**config.mk**
```make
export PLATFORM = sky130hd
export DESIGN_NAME = hall_conversion_angle_results
export DESIGN_NICKNAME = d
export VERILOG_FILES = /design/src/hdl/hall_conv_pkg.sv /design/src/hdl/hall_conversion_angle_results.sv
export SDC_FILE = /design/constraint.sdc
export NUM_CORES = 1
export LEC_CHECK = 0
export BUFFER_PORTS_ARGS = -buffer_cell sky130_fd_sc_hd__buf_4
export CAP_MARGIN = 40
export CORE_UTILIZATION = 30
export CTS_CLUSTER_DIAMETER = 30
export DETAILED_ROUTE_END_ITERATION = 6
export GPL_TIMING_DRIVEN = 1
export SYNTH_ARGS = -nofsm -noshare
export SYNTH_HDL_FRONTEND = slang
export SYNTH_SLANG_ARGS = --single-unit
```
**constraint.sdc**
```tcl
create_clock -name mclk -period 15.2 [get_ports mclk]
set_input_delay 3.04 -clock mclk [delete_from_list [all_inputs] [get_ports mclk]]
set_output_delay 3.04 -clock mclk [all_outputs]
set_load 0.02 [all_outputs]
```
**src/hdl/hall_conv_pkg.sv**
```systemverilog
package hall_conv_pkg;

  // ---------------------------------------------------------------
  // Register map
  // ---------------------------------------------------------------
  localparam logic [5:0]  ANGLE_OUTPUT_ADDR            = 6'h13;
  localparam logic [5:0]  VECTOR_MAGNITUDE_OUTPUT_ADDR = 6'h14;
  localparam logic [15:0] RESULT_RESET                 = 16'h0000;

  // ---------------------------------------------------------------
  // Field layouts and encodings
  // ---------------------------------------------------------------
  localparam int          ANGLE_BITS      = 13;
  localparam int          ANGLE_FRAC_BITS = 4;
  localparam logic [12:0] ANGLE_FULL      = 13'h1680;  // 360 degrees in 1/16 steps
  localparam logic [2:0]  MODE_CONTINUOUS = 3'h2;
  localparam logic [2:0]  MODE_TRIG_A     = 3'h0;
  localparam logic [2:0]  MODE_TRIG_B     = 3'h1;
  localparam logic [2:0]  MODE_TRIG_C     = 3'h3;
  localparam logic [3:0]  CH_XZX          = 4'hd;
  localparam logic [3:0]  CH_YZY          = 4'he;
  localparam logic [1:0]  TEMPCO_NONE     = 2'h0;
  localparam logic [1:0]  PAIR_XY         = 2'h1;
  localparam logic [1:0]  PAIR_YZ         = 2'h2;
  localparam logic [1:0]  PAIR_XZ         = 2'h3;

  // ---------------------------------------------------------------
  // Timing in cycles
  // ---------------------------------------------------------------
  localparam logic [15:0] INIT_CYCLES_A   = 16'h0040;
  localparam logic [15:0] INIT_CYCLES_B   = 16'h0020;
  localparam logic [15:0] INIT_CYCLES_C   = 16'h0010;
  localparam logic [15:0] SLOT_CYCLES     = 16'h0020;
  localparam int          CORDIC_ITERS    = 16;

  typedef enum logic [1:0] {
    AXIS_X = 2'h0,
    AXIS_Y = 2'h1,
    AXIS_Z = 2'h2,
    AXIS_T = 2'h3
  } axis_t;

  typedef enum logic [2:0] {
    ST_IDLE   = 3'h0,
    ST_INIT   = 3'h1,
    ST_SAMPLE = 3'h2,
    ST_CORDIC = 3'h3,
    ST_DONE   = 3'h4
  } conv_state_t;

  typedef struct packed {
    logic [2:0] operating_mode;
    logic [3:0] axis_channel_select;
    logic [1:0] magnet_tempco_select;
    logic [1:0] angle_pair_select;
  } conv_cfg_t;

  typedef struct packed {
    logic [15:0] x;
    logic [15:0] y;
    logic [15:0] z;
  } axis_data_t;

endpackage : hall_conv_pkg

```
**src/hdl/hall_conversion_angle_results.sv**
```systemverilog
// Summary of operation
// - Angle reported 0 to 360 degrees in low 13 bits of result word.
// - Lowest four angle bits are sixteenths of a degree.
// - Read-only 16-bit magnitude of vector from the two angle axes.
// - Mode 010b converts continuously without any trigger.
// - Continuous mode overlaps integration of next sample with digitizing current.
// - Each digitized sample lands in its own axis result register.
// - Modes 00b, 001b and 011b perform triggered single-shot conversions.
// - Trigger from serial command, alert pin edge or chip select activity.
// - Triggered conversion waits a mode-dependent initialization delay first.
// - Channel select 1101b converts X, Z, X through one chain.
// - Pseudo-simultaneous slots evenly spaced; middle axis centred between repeats.
// - Symmetric Y, Z, Y ordering is also supported.
// - Tempco select resets to 00b, which disables magnet compensation.
// - Angle computed on chip by CORDIC from any two axes.
// - Angle axis pair select field chooses the two CORDIC inputs.
// - Result registers update only at end of conversion.
`timescale 1ns/1ps
`default_nettype none

module hall_conversion_angle_results #(
  parameter int W = 16
) (
  input  wire logic                     mclk,
  input  wire logic                     rst,
  input  wire hall_conv_pkg::conv_cfg_t cfg,
  input  wire logic                     trig_cmd,
  input  wire logic                     alert_pin,
  input  wire logic                     cs_n_pin,
  input  wire logic                     sample_valid,
  input  wire logic [W-1:0]             sample_data,
  input  wire logic [5:0]               rd_addr,
  output logic                          sample_req,
  output hall_conv_pkg::axis_t          sample_axis,
  output logic                          integrate_next,
  output logic                          tempco_enable,
  output hall_conv_pkg::axis_data_t     axis_result,
  output logic [W-1:0]                  angle_output,
  output logic [W-1:0]                  vector_magnitude_output,
  output logic [W-1:0]                  rd_data,
  output logic                          conv_done
);

  // ---------------------------------------------------------------
  // Pin synchronisers
  // ---------------------------------------------------------------
  logic [2:0] alert_sync;
  logic [2:0] cs_sync;
  logic [2:0] next_alert_sync;
  logic [2:0] next_cs_sync;
  logic       alert_lvl;
  logic       cs_lvl;
  logic       next_alert_lvl;
  logic       next_cs_lvl;

  always_comb begin
    next_alert_sync = {alert_sync[1:0], alert_pin};
    next_cs_sync    = {cs_sync[1:0], cs_n_pin};
    next_alert_lvl  = (alert_sync[2] == alert_sync[1]) ? alert_sync[2] : alert_lvl;
    next_cs_lvl     = (cs_sync[2] == cs_sync[1]) ? cs_sync[2] : cs_lvl;
  end

  always_ff @(posedge mclk) begin
    if (rst) begin
      alert_sync <= 3'h7;
      cs_sync    <= 3'h7;
      alert_lvl  <= 1'b1;
      cs_lvl     <= 1'b1;
    end else begin
      alert_sync <= next_alert_sync;
      cs_sync    <= next_cs_sync;
      alert_lvl  <= next_alert_lvl;
      cs_lvl     <= next_cs_lvl;
    end
  end

  // ---------------------------------------------------------------
  // Mode decode
  // ---------------------------------------------------------------
  logic continuous;
  logic triggered;
  logic trigger;
  logic pseudo;
  logic [15:0] init_cycles;

  always_comb begin
    continuous = (cfg.operating_mode == hall_conv_pkg::MODE_CONTINUOUS);
    triggered  = (cfg.operating_mode == hall_conv_pkg::MODE_TRIG_A)
              || (cfg.operating_mode == hall_conv_pkg::MODE_TRIG_B)
              || (cfg.operating_mode == hall_conv_pkg::MODE_TRIG_C);
    trigger    = trig_cmd
              || (alert_lvl != next_alert_lvl)
              || (cs_lvl != next_cs_lvl);
    pseudo     = (cfg.axis_channel_select == hall_conv_pkg::CH_XZX)
              || (cfg.axis_channel_select == hall_conv_pkg::CH_YZY);
    case (cfg.operating_mode)
      hall_conv_pkg::MODE_TRIG_B: init_cycles = hall_conv_pkg::INIT_CYCLES_B;
      hall_conv_pkg::MODE_TRIG_C: init_cycles = hall_conv_pkg::INIT_CYCLES_C;
      default:                    init_cycles = hall_conv_pkg::INIT_CYCLES_A;
    endcase
    tempco_enable = (cfg.magnet_tempco_select != hall_conv_pkg::TEMPCO_NONE);
  end

  // ---------------------------------------------------------------
  // Sequencer
  // ---------------------------------------------------------------
  hall_conv_pkg::conv_state_t state;
  hall_conv_pkg::conv_state_t next_state;
  logic [15:0] timer;
  logic [15:0] next_timer;
  logic [1:0]  slot;
  logic [1:0]  next_slot;
  logic [1:0]  slot_last;
  hall_conv_pkg::axis_t cur_axis;
  hall_conv_pkg::axis_data_t data;
  hall_conv_pkg::axis_data_t next_data;
  logic        cordic_done;

  always_comb begin
    slot_last = pseudo ? 2'h2 : 2'h1;
    if (cfg.axis_channel_select == hall_conv_pkg::CH_XZX) begin
      cur_axis = (slot == 2'h1) ? hall_conv_pkg::AXIS_Z : hall_conv_pkg::AXIS_X;
    end else if (cfg.axis_channel_select == hall_conv_pkg::CH_YZY) begin
      cur_axis = (slot == 2'h1) ? hall_conv_pkg::AXIS_Z : hall_conv_pkg::AXIS_Y;
    end else begin
      cur_axis = (slot == 2'h0) ? hall_conv_pkg::AXIS_X : hall_conv_pkg::AXIS_Y;
    end
  end

  always_comb begin
    next_state = state;
    next_timer = timer;
    next_slot  = slot;
    next_data  = data;
    case (state)
      hall_conv_pkg::ST_IDLE: begin
        next_slot = 2'h0;
        if (continuous) begin
          next_state = hall_conv_pkg::ST_SAMPLE;
          next_timer = hall_conv_pkg::SLOT_CYCLES;
        end else if (triggered && trigger) begin
          next_state = hall_conv_pkg::ST_INIT;
          next_timer = init_cycles;
        end
      end
      hall_conv_pkg::ST_INIT: begin
        if (timer <= 16'h0001) begin
          next_state = hall_conv_pkg::ST_SAMPLE;
          next_timer = hall_conv_pkg::SLOT_CYCLES;
        end else begin
          next_timer = timer - 16'h0001;
        end
      end
      hall_conv_pkg::ST_SAMPLE: begin
        if (timer > 16'h0001) begin
          next_timer = timer - 16'h0001;
        end
        if (sample_valid && timer <= 16'h0001) begin
          case (cur_axis)
            hall_conv_pkg::AXIS_X: next_data.x = sample_data;
            hall_conv_pkg::AXIS_Y: next_data.y = sample_data;
            hall_conv_pkg::AXIS_Z: next_data.z = sample_data;
            default:               next_data = data;
          endcase
          next_timer = hall_conv_pkg::SLOT_CYCLES;
          if (slot == slot_last) begin
            next_state = hall_conv_pkg::ST_CORDIC;
          end else begin
            next_slot = slot + 2'h1;
          end
        end
      end
      hall_conv_pkg::ST_CORDIC: begin
        if (cordic_done) begin
          next_state = hall_conv_pkg::ST_DONE;
        end
      end
      hall_conv_pkg::ST_DONE: begin
        next_slot  = 2'h0;
        next_timer = hall_conv_pkg::SLOT_CYCLES;
        next_state = continuous ? hall_conv_pkg::ST_SAMPLE : hall_conv_pkg::ST_IDLE;
      end
      default: next_state = hall_conv_pkg::ST_IDLE;
    endcase
  end

  always_ff @(posedge mclk) begin
    if (rst) begin
      state <= hall_conv_pkg::ST_IDLE;
      timer <= 16'h0000;
      slot  <= 2'h0;
      data  <= '0;
    end else begin
      state <= next_state;
      timer <= next_timer;
      slot  <= next_slot;
      data  <= next_data;
    end
  end

  // ---------------------------------------------------------------
  // CORDIC vectoring
  // ---------------------------------------------------------------
  logic signed [W+1:0] cx;
  logic signed [W+1:0] cy;
  logic [19:0]         cz;
  logic [4:0]          iter;
  logic signed [W+1:0] next_cx;
  logic signed [W+1:0] next_cy;
  logic [19:0]         next_cz;
  logic [4:0]          next_iter;
  logic signed [W-1:0] in_a;
  logic signed [W-1:0] in_b;
  logic [17:0]         atan_tab [0:hall_conv_pkg::CORDIC_ITERS-1];

  // Arctangent steps in 1/1024 degree
  assign atan_tab[0]  = 18'h0b400;
  assign atan_tab[1]  = 18'h06a44;
  assign atan_tab[2]  = 18'h03825;
  assign atan_tab[3]  = 18'h01c80;
  assign atan_tab[4]  = 18'h00e4f;
  assign atan_tab[5]  = 18'h0072a;
  assign atan_tab[6]  = 18'h00395;
  assign atan_tab[7]  = 18'h001ca;
  assign atan_tab[8]  = 18'h000e5;
  assign atan_tab[9]  = 18'h00073;
  assign atan_tab[10] = 18'h00039;
  assign atan_tab[11] = 18'h0001d;
  assign atan_tab[12] = 18'h0000e;
  assign atan_tab[13] = 18'h00007;
  assign atan_tab[14] = 18'h00004;
  assign atan_tab[15] = 18'h00002;

  assign cordic_done = (iter == 5'(hall_conv_pkg::CORDIC_ITERS));

  always_comb begin
    case (cfg.angle_pair_select)
      hall_conv_pkg::PAIR_YZ: begin in_a = next_data.y; in_b = next_data.z; end
      hall_conv_pkg::PAIR_XZ: begin in_a = next_data.x; in_b = next_data.z; end
      default:                begin in_a = next_data.x; in_b = next_data.y; end
    endcase
  end

  always_comb begin
    next_cx   = cx;
    next_cy   = cy;
    next_cz   = cz;
    next_iter = iter;
    if (state != hall_conv_pkg::ST_CORDIC) begin
      // Pre-rotate into right half plane, angle seeded 0 or 180 deg
      next_iter = 5'h0;
      next_cx   = (in_a < 0) ? -(W+2)'(in_a) : (W+2)'(in_a);
      next_cy   = (in_a < 0) ? -(W+2)'(in_b) : (W+2)'(in_b);
      next_cz   = (in_a < 0) ? 20'h2d000 : 20'h00000;
    end else if (!cordic_done) begin
      next_iter = iter + 5'h1;
      if (cy < 0) begin
        next_cx = cx - (cy >>> iter);
        next_cy = cy + (cx >>> iter);
        next_cz = cz - 20'(atan_tab[iter[3:0]]);
      end else begin
        next_cx = cx + (cy >>> iter);
        next_cy = cy - (cx >>> iter);
        next_cz = cz + 20'(atan_tab[iter[3:0]]);
      end
    end
  end

  always_ff @(posedge mclk) begin
    if (rst) begin
      cx   <= '0;
      cy   <= '0;
      cz   <= '0;
      iter <= 5'h0;
    end else begin
      cx   <= next_cx;
      cy   <= next_cy;
      cz   <= next_cz;
      iter <= next_iter;
    end
  end

  // ---------------------------------------------------------------
  // Result registers
  // ---------------------------------------------------------------
  logic [19:0]  ang64;
  logic [12:0]  ang16;
  logic [W+17:0] mag_scaled;
  logic [W-1:0] next_angle;
  logic [W-1:0] next_mag;
  hall_conv_pkg::axis_data_t next_axis_result;

  always_comb begin
    ang64 = (cz[19] ? cz + 20'h5a000 : cz);  // wrap negative into 0..360
    ang16 = 13'(ang64 >> 6);
    if (ang16 >= hall_conv_pkg::ANGLE_FULL) begin
      ang16 = ang16 - hall_conv_pkg::ANGLE_FULL;
    end
    // Remove CORDIC gain (about 0.6073 = 0x26dd / 2^14)
    mag_scaled       = (W+18)'(cx) * (W+18)'(16'h26dd);
    next_angle       = angle_output;
    next_mag         = vector_magnitude_output;
    next_axis_result = axis_result;
    if (state == hall_conv_pkg::ST_DONE) begin
      next_angle       = {3'h0, ang16};
      next_mag         = mag_scaled[W+13:14];
      next_axis_result = data;
    end
  end

  always_ff @(posedge mclk) begin
    if (rst) begin
      angle_output            <= hall_conv_pkg::RESULT_RESET;
      vector_magnitude_output <= hall_conv_pkg::RESULT_RESET;
      axis_result             <= '0;
    end else begin
      angle_output            <= next_angle;
      vector_magnitude_output <= next_mag;
      axis_result             <= next_axis_result;
    end
  end

  // ---------------------------------------------------------------
  // Outputs
  // ---------------------------------------------------------------
  always_comb begin
    sample_req     = (state == hall_conv_pkg::ST_SAMPLE);
    sample_axis    = cur_axis;
    integrate_next = continuous && (state != hall_conv_pkg::ST_IDLE);
    conv_done      = (state == hall_conv_pkg::ST_DONE);
    case (rd_addr)
      hall_conv_pkg::ANGLE_OUTPUT_ADDR:            rd_data = angle_output;
      hall_conv_pkg::VECTOR_MAGNITUDE_OUTPUT_ADDR: rd_data = vector_magnitude_output;
      default:                                     rd_data = '0;
    endcase
  end

endmodule : hall_conversion_angle_results

`default_nettype wire

```
==> results.md, run 1 <==
* Congestion Overflow GR at 0
* Worst Path Class, Setup: in2out
* Result of the run: finished clean
* Worst setup path endpoint: rd_data[0]
* Num rows at 96
* Data arrival, critical path at 4.23 ns
* Fraction of synthesis flops using an asynchronous set or reset pin at 0
* Clk root buf: sky130_fd_sc_hd__clkbuf_16
* Initial Utilization at 0.304
* Clock latency at the later pin of the worst-skew pair at 0.58 ns
* First-pass GRT wire length at 102 mm
* Final #Nets at 3012
* Die Outline Area at 0.0707 sq mm
* Category of the worst setup path capture point: primary output
* Number of setup buffers added after CTS at 0
* Top cells by area, synth: sky130_fd_sc_hd__dfxtp_1, sky130_fd_sc_hd__ha_1, sky130_fd_sc_hd__fa_1
* Leading area contributor after synthesis: sky130_fd_sc_hd__dfxtp_1
* Total via count in the routed design at 19100
* TritonCTS buffer count at 51
* Final WL at 64.3 mm
* Horizontal die dimension at 266 um
* Synth Instances at 2582
* Endpoint required time on the critical path at 12.16 ns
* Final number of setup-violating endpoints at 0
* Most common flop cell mapped by yosys: sky130_fd_sc_hd__dfxtp_1
* Total area of multi-input combinational cells at 0.0154 sq mm
* Placed cell area at 0.0229 sq mm
* Diode insertion count for antenna repair at 0
* Antenna-violating nets left at 0
* Largest fanout on the critical path at 16
* End of the worst register-to-register path: cz[19]
* Combined area of all synthesized cells at 0.0209 sq mm
* Depth of the CTS H-tree at 2
* Combinational family with the most area after synthesis: adder cells
* Worst r2r path cells at 20
* Layout area overhead at 18.2%
* Post-synth EDFFs at 0
* Most common cell after layout, fill and taps aside: sky130_fd_sc_hd__nand2_1
* Min Hold Slack at 0.406 ns
* Mux cell area share after synthesis at 0.0723
* Fraction of final layout cells with drive strength greater than 1 at 0.126
* Number of antenna violations at the first check in global routing at 0
* Worst min-delay path category: reg2reg
* Final Util at 0.360
* Clock sink total at 215
* Critical R2R Launch: iter[1]
* Max-cap violations at 0
* Setup tns final at 0 ns
* Final worst path period need at 7.27 ns
* Post-CTS Resized at 0
* Maximum number of pins on one net before global-route repair at 75
* TritonCTS clock tree: done
* Remaining DRCs at 0
* Top-area cell type share of the netlist area at 0.206
* Clock-pin transition on the worst setup and hold timing paths at 0.04 ns
* Leakage at 11.0 nW
* Synth warn at 0
* Share of synthesized area occupied by flip-flops and latches at 0.206
* Maximum buffer depth of the clock tree at 3
* Unrepaired setup endpoints after global routing: false
* Final number of max-transition violations at 0
* DRT Pass-1 Iters at 6
* Post-Synth XOR/XNOR Area at 0.0696
* Final count of hold timing violations at 0
* Area taken by flip-flops and latches at 0.00431 sq mm
* Final clock period utilization by the worst path at 0.478
* Core box area at 0.0687 sq mm
* Power density of the placed cells at 116 mW/mm^2
* Wire length per cell after detailed routing at 17.6 um
* Area share of fa/ha/maj cells after synthesis at 0.214
* Number of fill cells in the layout at 7200
* Post-synthesis simple-gate area fraction at 0.181
* Via count of the first global-routing pass at 18400
* Synthesized area divided by synthesized cell count at 8.09 sq um
* Most frequent cells in the layout: sky130_fd_sc_hd__nand2_1, sky130_fd_sc_hd__a21oi_1, sky130_fd_sc_hd__dfxtp_1
* Hold bufs inserted after CTS at 0
* Maximum resistive drop on vdd at 0.0869 mV
* Transition at the pin with the smallest max-transition slack at 0.851 ns
* Element type at the critical path start: input port
* Number of top-level pins at 141
* Final instance area at 0.0247 sq mm
* DRC violation total after the first TritonRoute iteration at 1318
* Total of flip-flops plus latches after synthesis at 215
* Total track usage at 0.180
* Vias per inst at 5.24
* Total of buffers placed on input and output ports at 137
* Compound-gate portion of the synthesized area at 0.198
* Startpoint of the most critical setup path: rd_addr[5]
* Max Freq at 138 MHz
* Relative slew slack at 0.425
* Detailed-placement wirelength estimate at 48.2 mm
* Die boundary height at 266 um
* Worst R2R Setup Slack at 8.50 ns
* RePlAce Congestion at 0.906
* Unique cell type count in the Yosys netlist at 88
* Clock Skews at 0.0175 ns
-- per-stage QoR --
step	setup WS (ns)	power, mW	instances
2_1_floorplan	7.67	1.46	2584
3_3_place_gp	7.91	1.71	3551
3_5_place_dp	7.91	1.72	3554
4_1_cts	7.91	2.88	3648
5_1_grt	7.78	3.06	3648
6_report	7.93	2.86	3648
-- final cells by class --
cell class                      count  area share
Multi-Input combinational cell   2049       0.623
Sequential cell                   215       0.174
Clock buffer                       63      0.0551
Timing Repair Buffer              175      0.0545
Tap cell                          931      0.0472
Inverter                          184      0.0280
Clock inverter                     31      0.0182
-- worst min-delay path by stage --
stage / cells after the start / startpoint / end / slack (ns)
2_1_floorplan: 1 / alert_sync[0] / alert_sync[1] / 0.39
3_3_place_gp: 1 / alert_sync[0] / alert_sync[1] / 0.39
6_report: 1 / alert_sync[0] / alert_sync[1] / 0.41
3_5_place_dp: 1 / cs_sync[0] / cs_sync[1] / 0.39
4_1_cts: 1 / cs_sync[0] / cs_sync[1] / 0.41
5_1_grt: 1 / alert_sync[0] / alert_sync[1] / 0.43
-- sequential cells by signal (all words and copies together) (netlist names) --
name	flops
vector_magnitude_output	16
cs_sync	3
cz	20
angle_output	13
slot	2
timer	16
cs_lvl	1
axis_result	48
iter	5
data	48
state	3
alert_sync	3
cy	18
cx	18
alert_lvl	1
-- critical path: stages --
cell	delay, ns
sky130_fd_sc_hd__buf_4	0.13
sky130_fd_sc_hd__nor2_1	0.08
sky130_fd_sc_hd__nand2_1	0.09
sky130_fd_sc_hd__nor4b_2	0.25
sky130_fd_sc_hd__buf_4	0.29
sky130_fd_sc_hd__a22o_1	0.19
sky130_fd_sc_hd__buf_4	0.13
-- where the power goes --
part	internal (mW)	total, mW	switching [mW]
registers	0.601	0.659	0.0585
clock network	0.775	1.14	0.361
logic	0.436	1.07	0.630
total	1.81	2.86	1.05
-- logic make-up (layout without fill, tap and decap cells) --
kind of cell | Yosys count | after routing
compound gates | 640 | 640
xor+xnor | 166 | 166
fa+ha+maj | 297 | 297
buf+inv | 320 | 453
flops | 215 | 215
mux | 109 | 109
other cells | 1 | 3
simple gates | 834 | 834
-- cells in the mapped netlist, types with 16 or more instances --
cell,instances
sky130_fd_sc_hd__ha_1,196
sky130_fd_sc_hd__inv_1,182
sky130_fd_sc_hd__or3_1,21
sky130_fd_sc_hd__mux2i_1,64
sky130_fd_sc_hd__o21a_1,24
sky130_fd_sc_hd__clkbuf_1,107
sky130_fd_sc_hd__fa_1,101
sky130_fd_sc_hd__and3_1,30
sky130_fd_sc_hd__a22o_1,19
sky130_fd_sc_hd__nor3_1,57
sky130_fd_sc_hd__xor2_1,75
sky130_fd_sc_hd__nand2b_1,20
sky130_fd_sc_hd__a21o_1,26
sky130_fd_sc_hd__a31oi_1,28
sky130_fd_sc_hd__mux4_2,28
sky130_fd_sc_hd__nand2_1,369
sky130_fd_sc_hd__xnor2_1,91
sky130_fd_sc_hd__nand3_1,42
sky130_fd_sc_hd__o22ai_1,22
sky130_fd_sc_hd__nor2_1,199
sky130_fd_sc_hd__o21bai_1,16
sky130_fd_sc_hd__o21ai_0,93
sky130_fd_sc_hd__a211oi_1,41
sky130_fd_sc_hd__dfxtp_1,215
sky130_fd_sc_hd__a21oi_1,233
sky130_fd_sc_hd__nor2b_1,18
-- routing by layer --
layer | vias to the layer above | GRT usage | part of all wire | wire length (um)
met3 | 115 | 0.0265 | 0.054 | 3480
li1 | 9294 | - | - | -
met1 | 9128 | 0.244 | 0.46 | 29600
met4 | 0 | 0.0652 | 0.032 | 2070
met5 | - | 0 | 0 | 0
met2 | 561 | 0.288 | 0.45 | 29100
Note: power is estimated with default switching activity, not from simulation.
==> inputs of run 2 (changes only) <==
==> constraint.sdc (replaced) <==
create_clock -name mclk -period 7.1 [get_ports mclk]
set_input_delay 1.42 -clock mclk [delete_from_list [all_inputs] [get_ports mclk]]
set_output_delay 1.42 -clock mclk [all_outputs]
set_load 0.02 [all_outputs]
==> results.md, run 2 (same netlist as run 1, synthesis figures left out) <==
* Result of the run: finished with violations
* Violated checks: DRC
* TritonCTS buffer count at 58
* Category of the worst setup path capture point: register
* Via count of the first global-routing pass at 18300
* Most common cell after layout, fill and taps aside: sky130_fd_sc_hd__nand2_1
* Depth of the CTS H-tree at 2
* Biggest regs: axis_result x48, data x48, cz x20
* Detailed-placement wirelength estimate at 48.5 mm
* Largest fanout on the critical path at 12
* Data arrival, critical path at 6.78 ns
* DRT Pass-1 Iters at 7
* Wire length per cell after detailed routing at 17.7 um
* Setup tns final at 0 ns
* Final WL at 64.8 mm
* Max-cap violations at 0
* Clk root buf: sky130_fd_sc_hd__clkbuf_16
* Maximum number of pins on one net before global-route repair at 75
* First-pass GRT wire length at 102 mm
* Congestion Overflow GR at 0
* Total via count in the routed design at 19200
* Clock latency at the later pin of the worst-skew pair at 0.62 ns
* Num rows at 96
* Clock sink total at 215
* Maximum resistive drop on vdd at 0.222 mV
* Unrepaired setup endpoints after global routing: false
* Power density of the placed cells at 265 mW/mm^2
* Final count of hold timing violations at 0
* Leakage at 11.3 nW
* Layout area overhead at 20.7%
* Total track usage at 0.180
* Number of antenna violations at the first check in global routing at 0
* Antenna-violating nets left at 0
* RePlAce Congestion at 0.916
* Final #Nets at 3025
* Core box area at 0.0687 sq mm
* Total area of multi-input combinational cells at 0.0154 sq mm
* Number of setup buffers added after CTS at 0
* Final number of max-transition violations at 0
* Clock-pin transition on the worst setup and hold timing paths at 0.04 ns
* Clock Skews at 0.0376 ns
* Initial Utilization at 0.304
* Hold bufs inserted after CTS at 0
* Post-CTS Resized at 0
* Endpoint required time on the critical path at 7.60 ns
* Most frequent cells in the layout: sky130_fd_sc_hd__nand2_1, sky130_fd_sc_hd__a21oi_1, sky130_fd_sc_hd__dfxtp_1
* Vias per inst at 5.24
* Number of fill cells in the layout at 7218
* Transition at the pin with the smallest max-transition slack at 0.926 ns
* Worst Path Class, Setup: reg2reg
* Remaining DRCs at 1
* Max Freq at 159 MHz
* Final worst path period need at 6.27 ns
* Fraction of final layout cells with drive strength greater than 1 at 0.134
* Die Outline Area at 0.0707 sq mm
* Final clock period utilization by the worst path at 0.884
* DRC violation total after the first TritonRoute iteration at 1538
* Final number of setup-violating endpoints at 0
* Element type at the critical path start: register
* Worst min-delay path category: reg2reg
* Relative slew slack at 0.378
* Number of top-level pins at 141
* TritonCTS clock tree: done
* Tot Pwr at 6.68 mW
* Total of buffers placed on input and output ports at 137
* Maximum buffer depth of the clock tree at 3
* Area taken by flip-flops and latches at 0.00431 sq mm
* Horizontal die dimension at 266 um
* Die boundary height at 266 um
* Diode insertion count for antenna repair at 0
## run 2: power by group
group          total (mW)  switching (mW)  internal, mW  leakage (nW)
Combinational        2.22            1.29         0.930          8.42
Clock                3.04           0.856          2.19          1.10
Sequential           1.41           0.127          1.29          1.74
Total                6.68            2.27          4.41          11.3
## run 2: layout make-up
class                           instances  area share
Clock inverter                         39      0.0280
Inverter                              184      0.0274
Sequential cell                       215       0.171
Timing Repair Buffer                  181      0.0549
Tap cell                              931      0.0462
Clock buffer                           69      0.0624
Multi-Input combinational cell       2049       0.610
## run 2: routing by layer
metal  global-route usage  part of all wire  vias up
li1                     -                 -     9338
met1                0.246              0.46     9181
met2                0.288              0.45      586
met3               0.0277             0.057      122
met4               0.0612             0.029        0
met5                    0                 0        -
## run 2: worst paths after layout
path | from | end | slack [ns] | cells after the start
hold / removal | alert_sync[0] | alert_sync[1] | 0.41 | 1
hold reg to reg | alert_sync[0] | alert_sync[1] | 0.41 | 1
setup / recovery | cx[5] | vector_magnitude_output[11] | 0.83 | 22
setup reg to reg | cx[5] | vector_magnitude_output[11] | 0.83 | 22
## run 2: critical path, stage by stage (launching register included)
cell,delay (ns)
sky130_fd_sc_hd__dfxtp_1,0.66
sky130_fd_sc_hd__ha_1,0.40
sky130_fd_sc_hd__xor2_1,0.17
sky130_fd_sc_hd__ha_1,0.19
sky130_fd_sc_hd__a21oi_1,0.17
sky130_fd_sc_hd__fa_1,0.46
sky130_fd_sc_hd__fa_1,0.49
sky130_fd_sc_hd__inv_1,0.05
sky130_fd_sc_hd__fa_1,0.53
sky130_fd_sc_hd__inv_1,0.05
sky130_fd_sc_hd__fa_1,0.53
sky130_fd_sc_hd__inv_1,0.04
sky130_fd_sc_hd__ha_1,0.19
sky130_fd_sc_hd__a22oi_1,0.15
sky130_fd_sc_hd__nand3b_1,0.10
sky130_fd_sc_hd__a31oi_1,0.29
sky130_fd_sc_hd__o31ai_1,0.22
sky130_fd_sc_hd__a41o_1,0.36
sky130_fd_sc_hd__or4_1,0.47
sky130_fd_sc_hd__a41oi_1,0.26
sky130_fd_sc_hd__xnor2_1,0.14
sky130_fd_sc_hd__nand2_1,0.06
sky130_fd_sc_hd__a21oi_1,0.19
## run 2: through the flow
stage	instance area [sq um]	hold WS [ns]	util	cells	setup slack, ns
3_5_place_dp	22900	0.397	0.334	3560	0.837
2_1_floorplan	20900	0.389	-	2584	1.50
5_1_grt	25200	0.422	0.367	3668	0.388
6_report	25200	0.411	0.367	3668	0.826
3_3_place_gp	22900	0.393	0.333	3558	0.956
4_1_cts	25200	0.409	0.367	3668	0.776
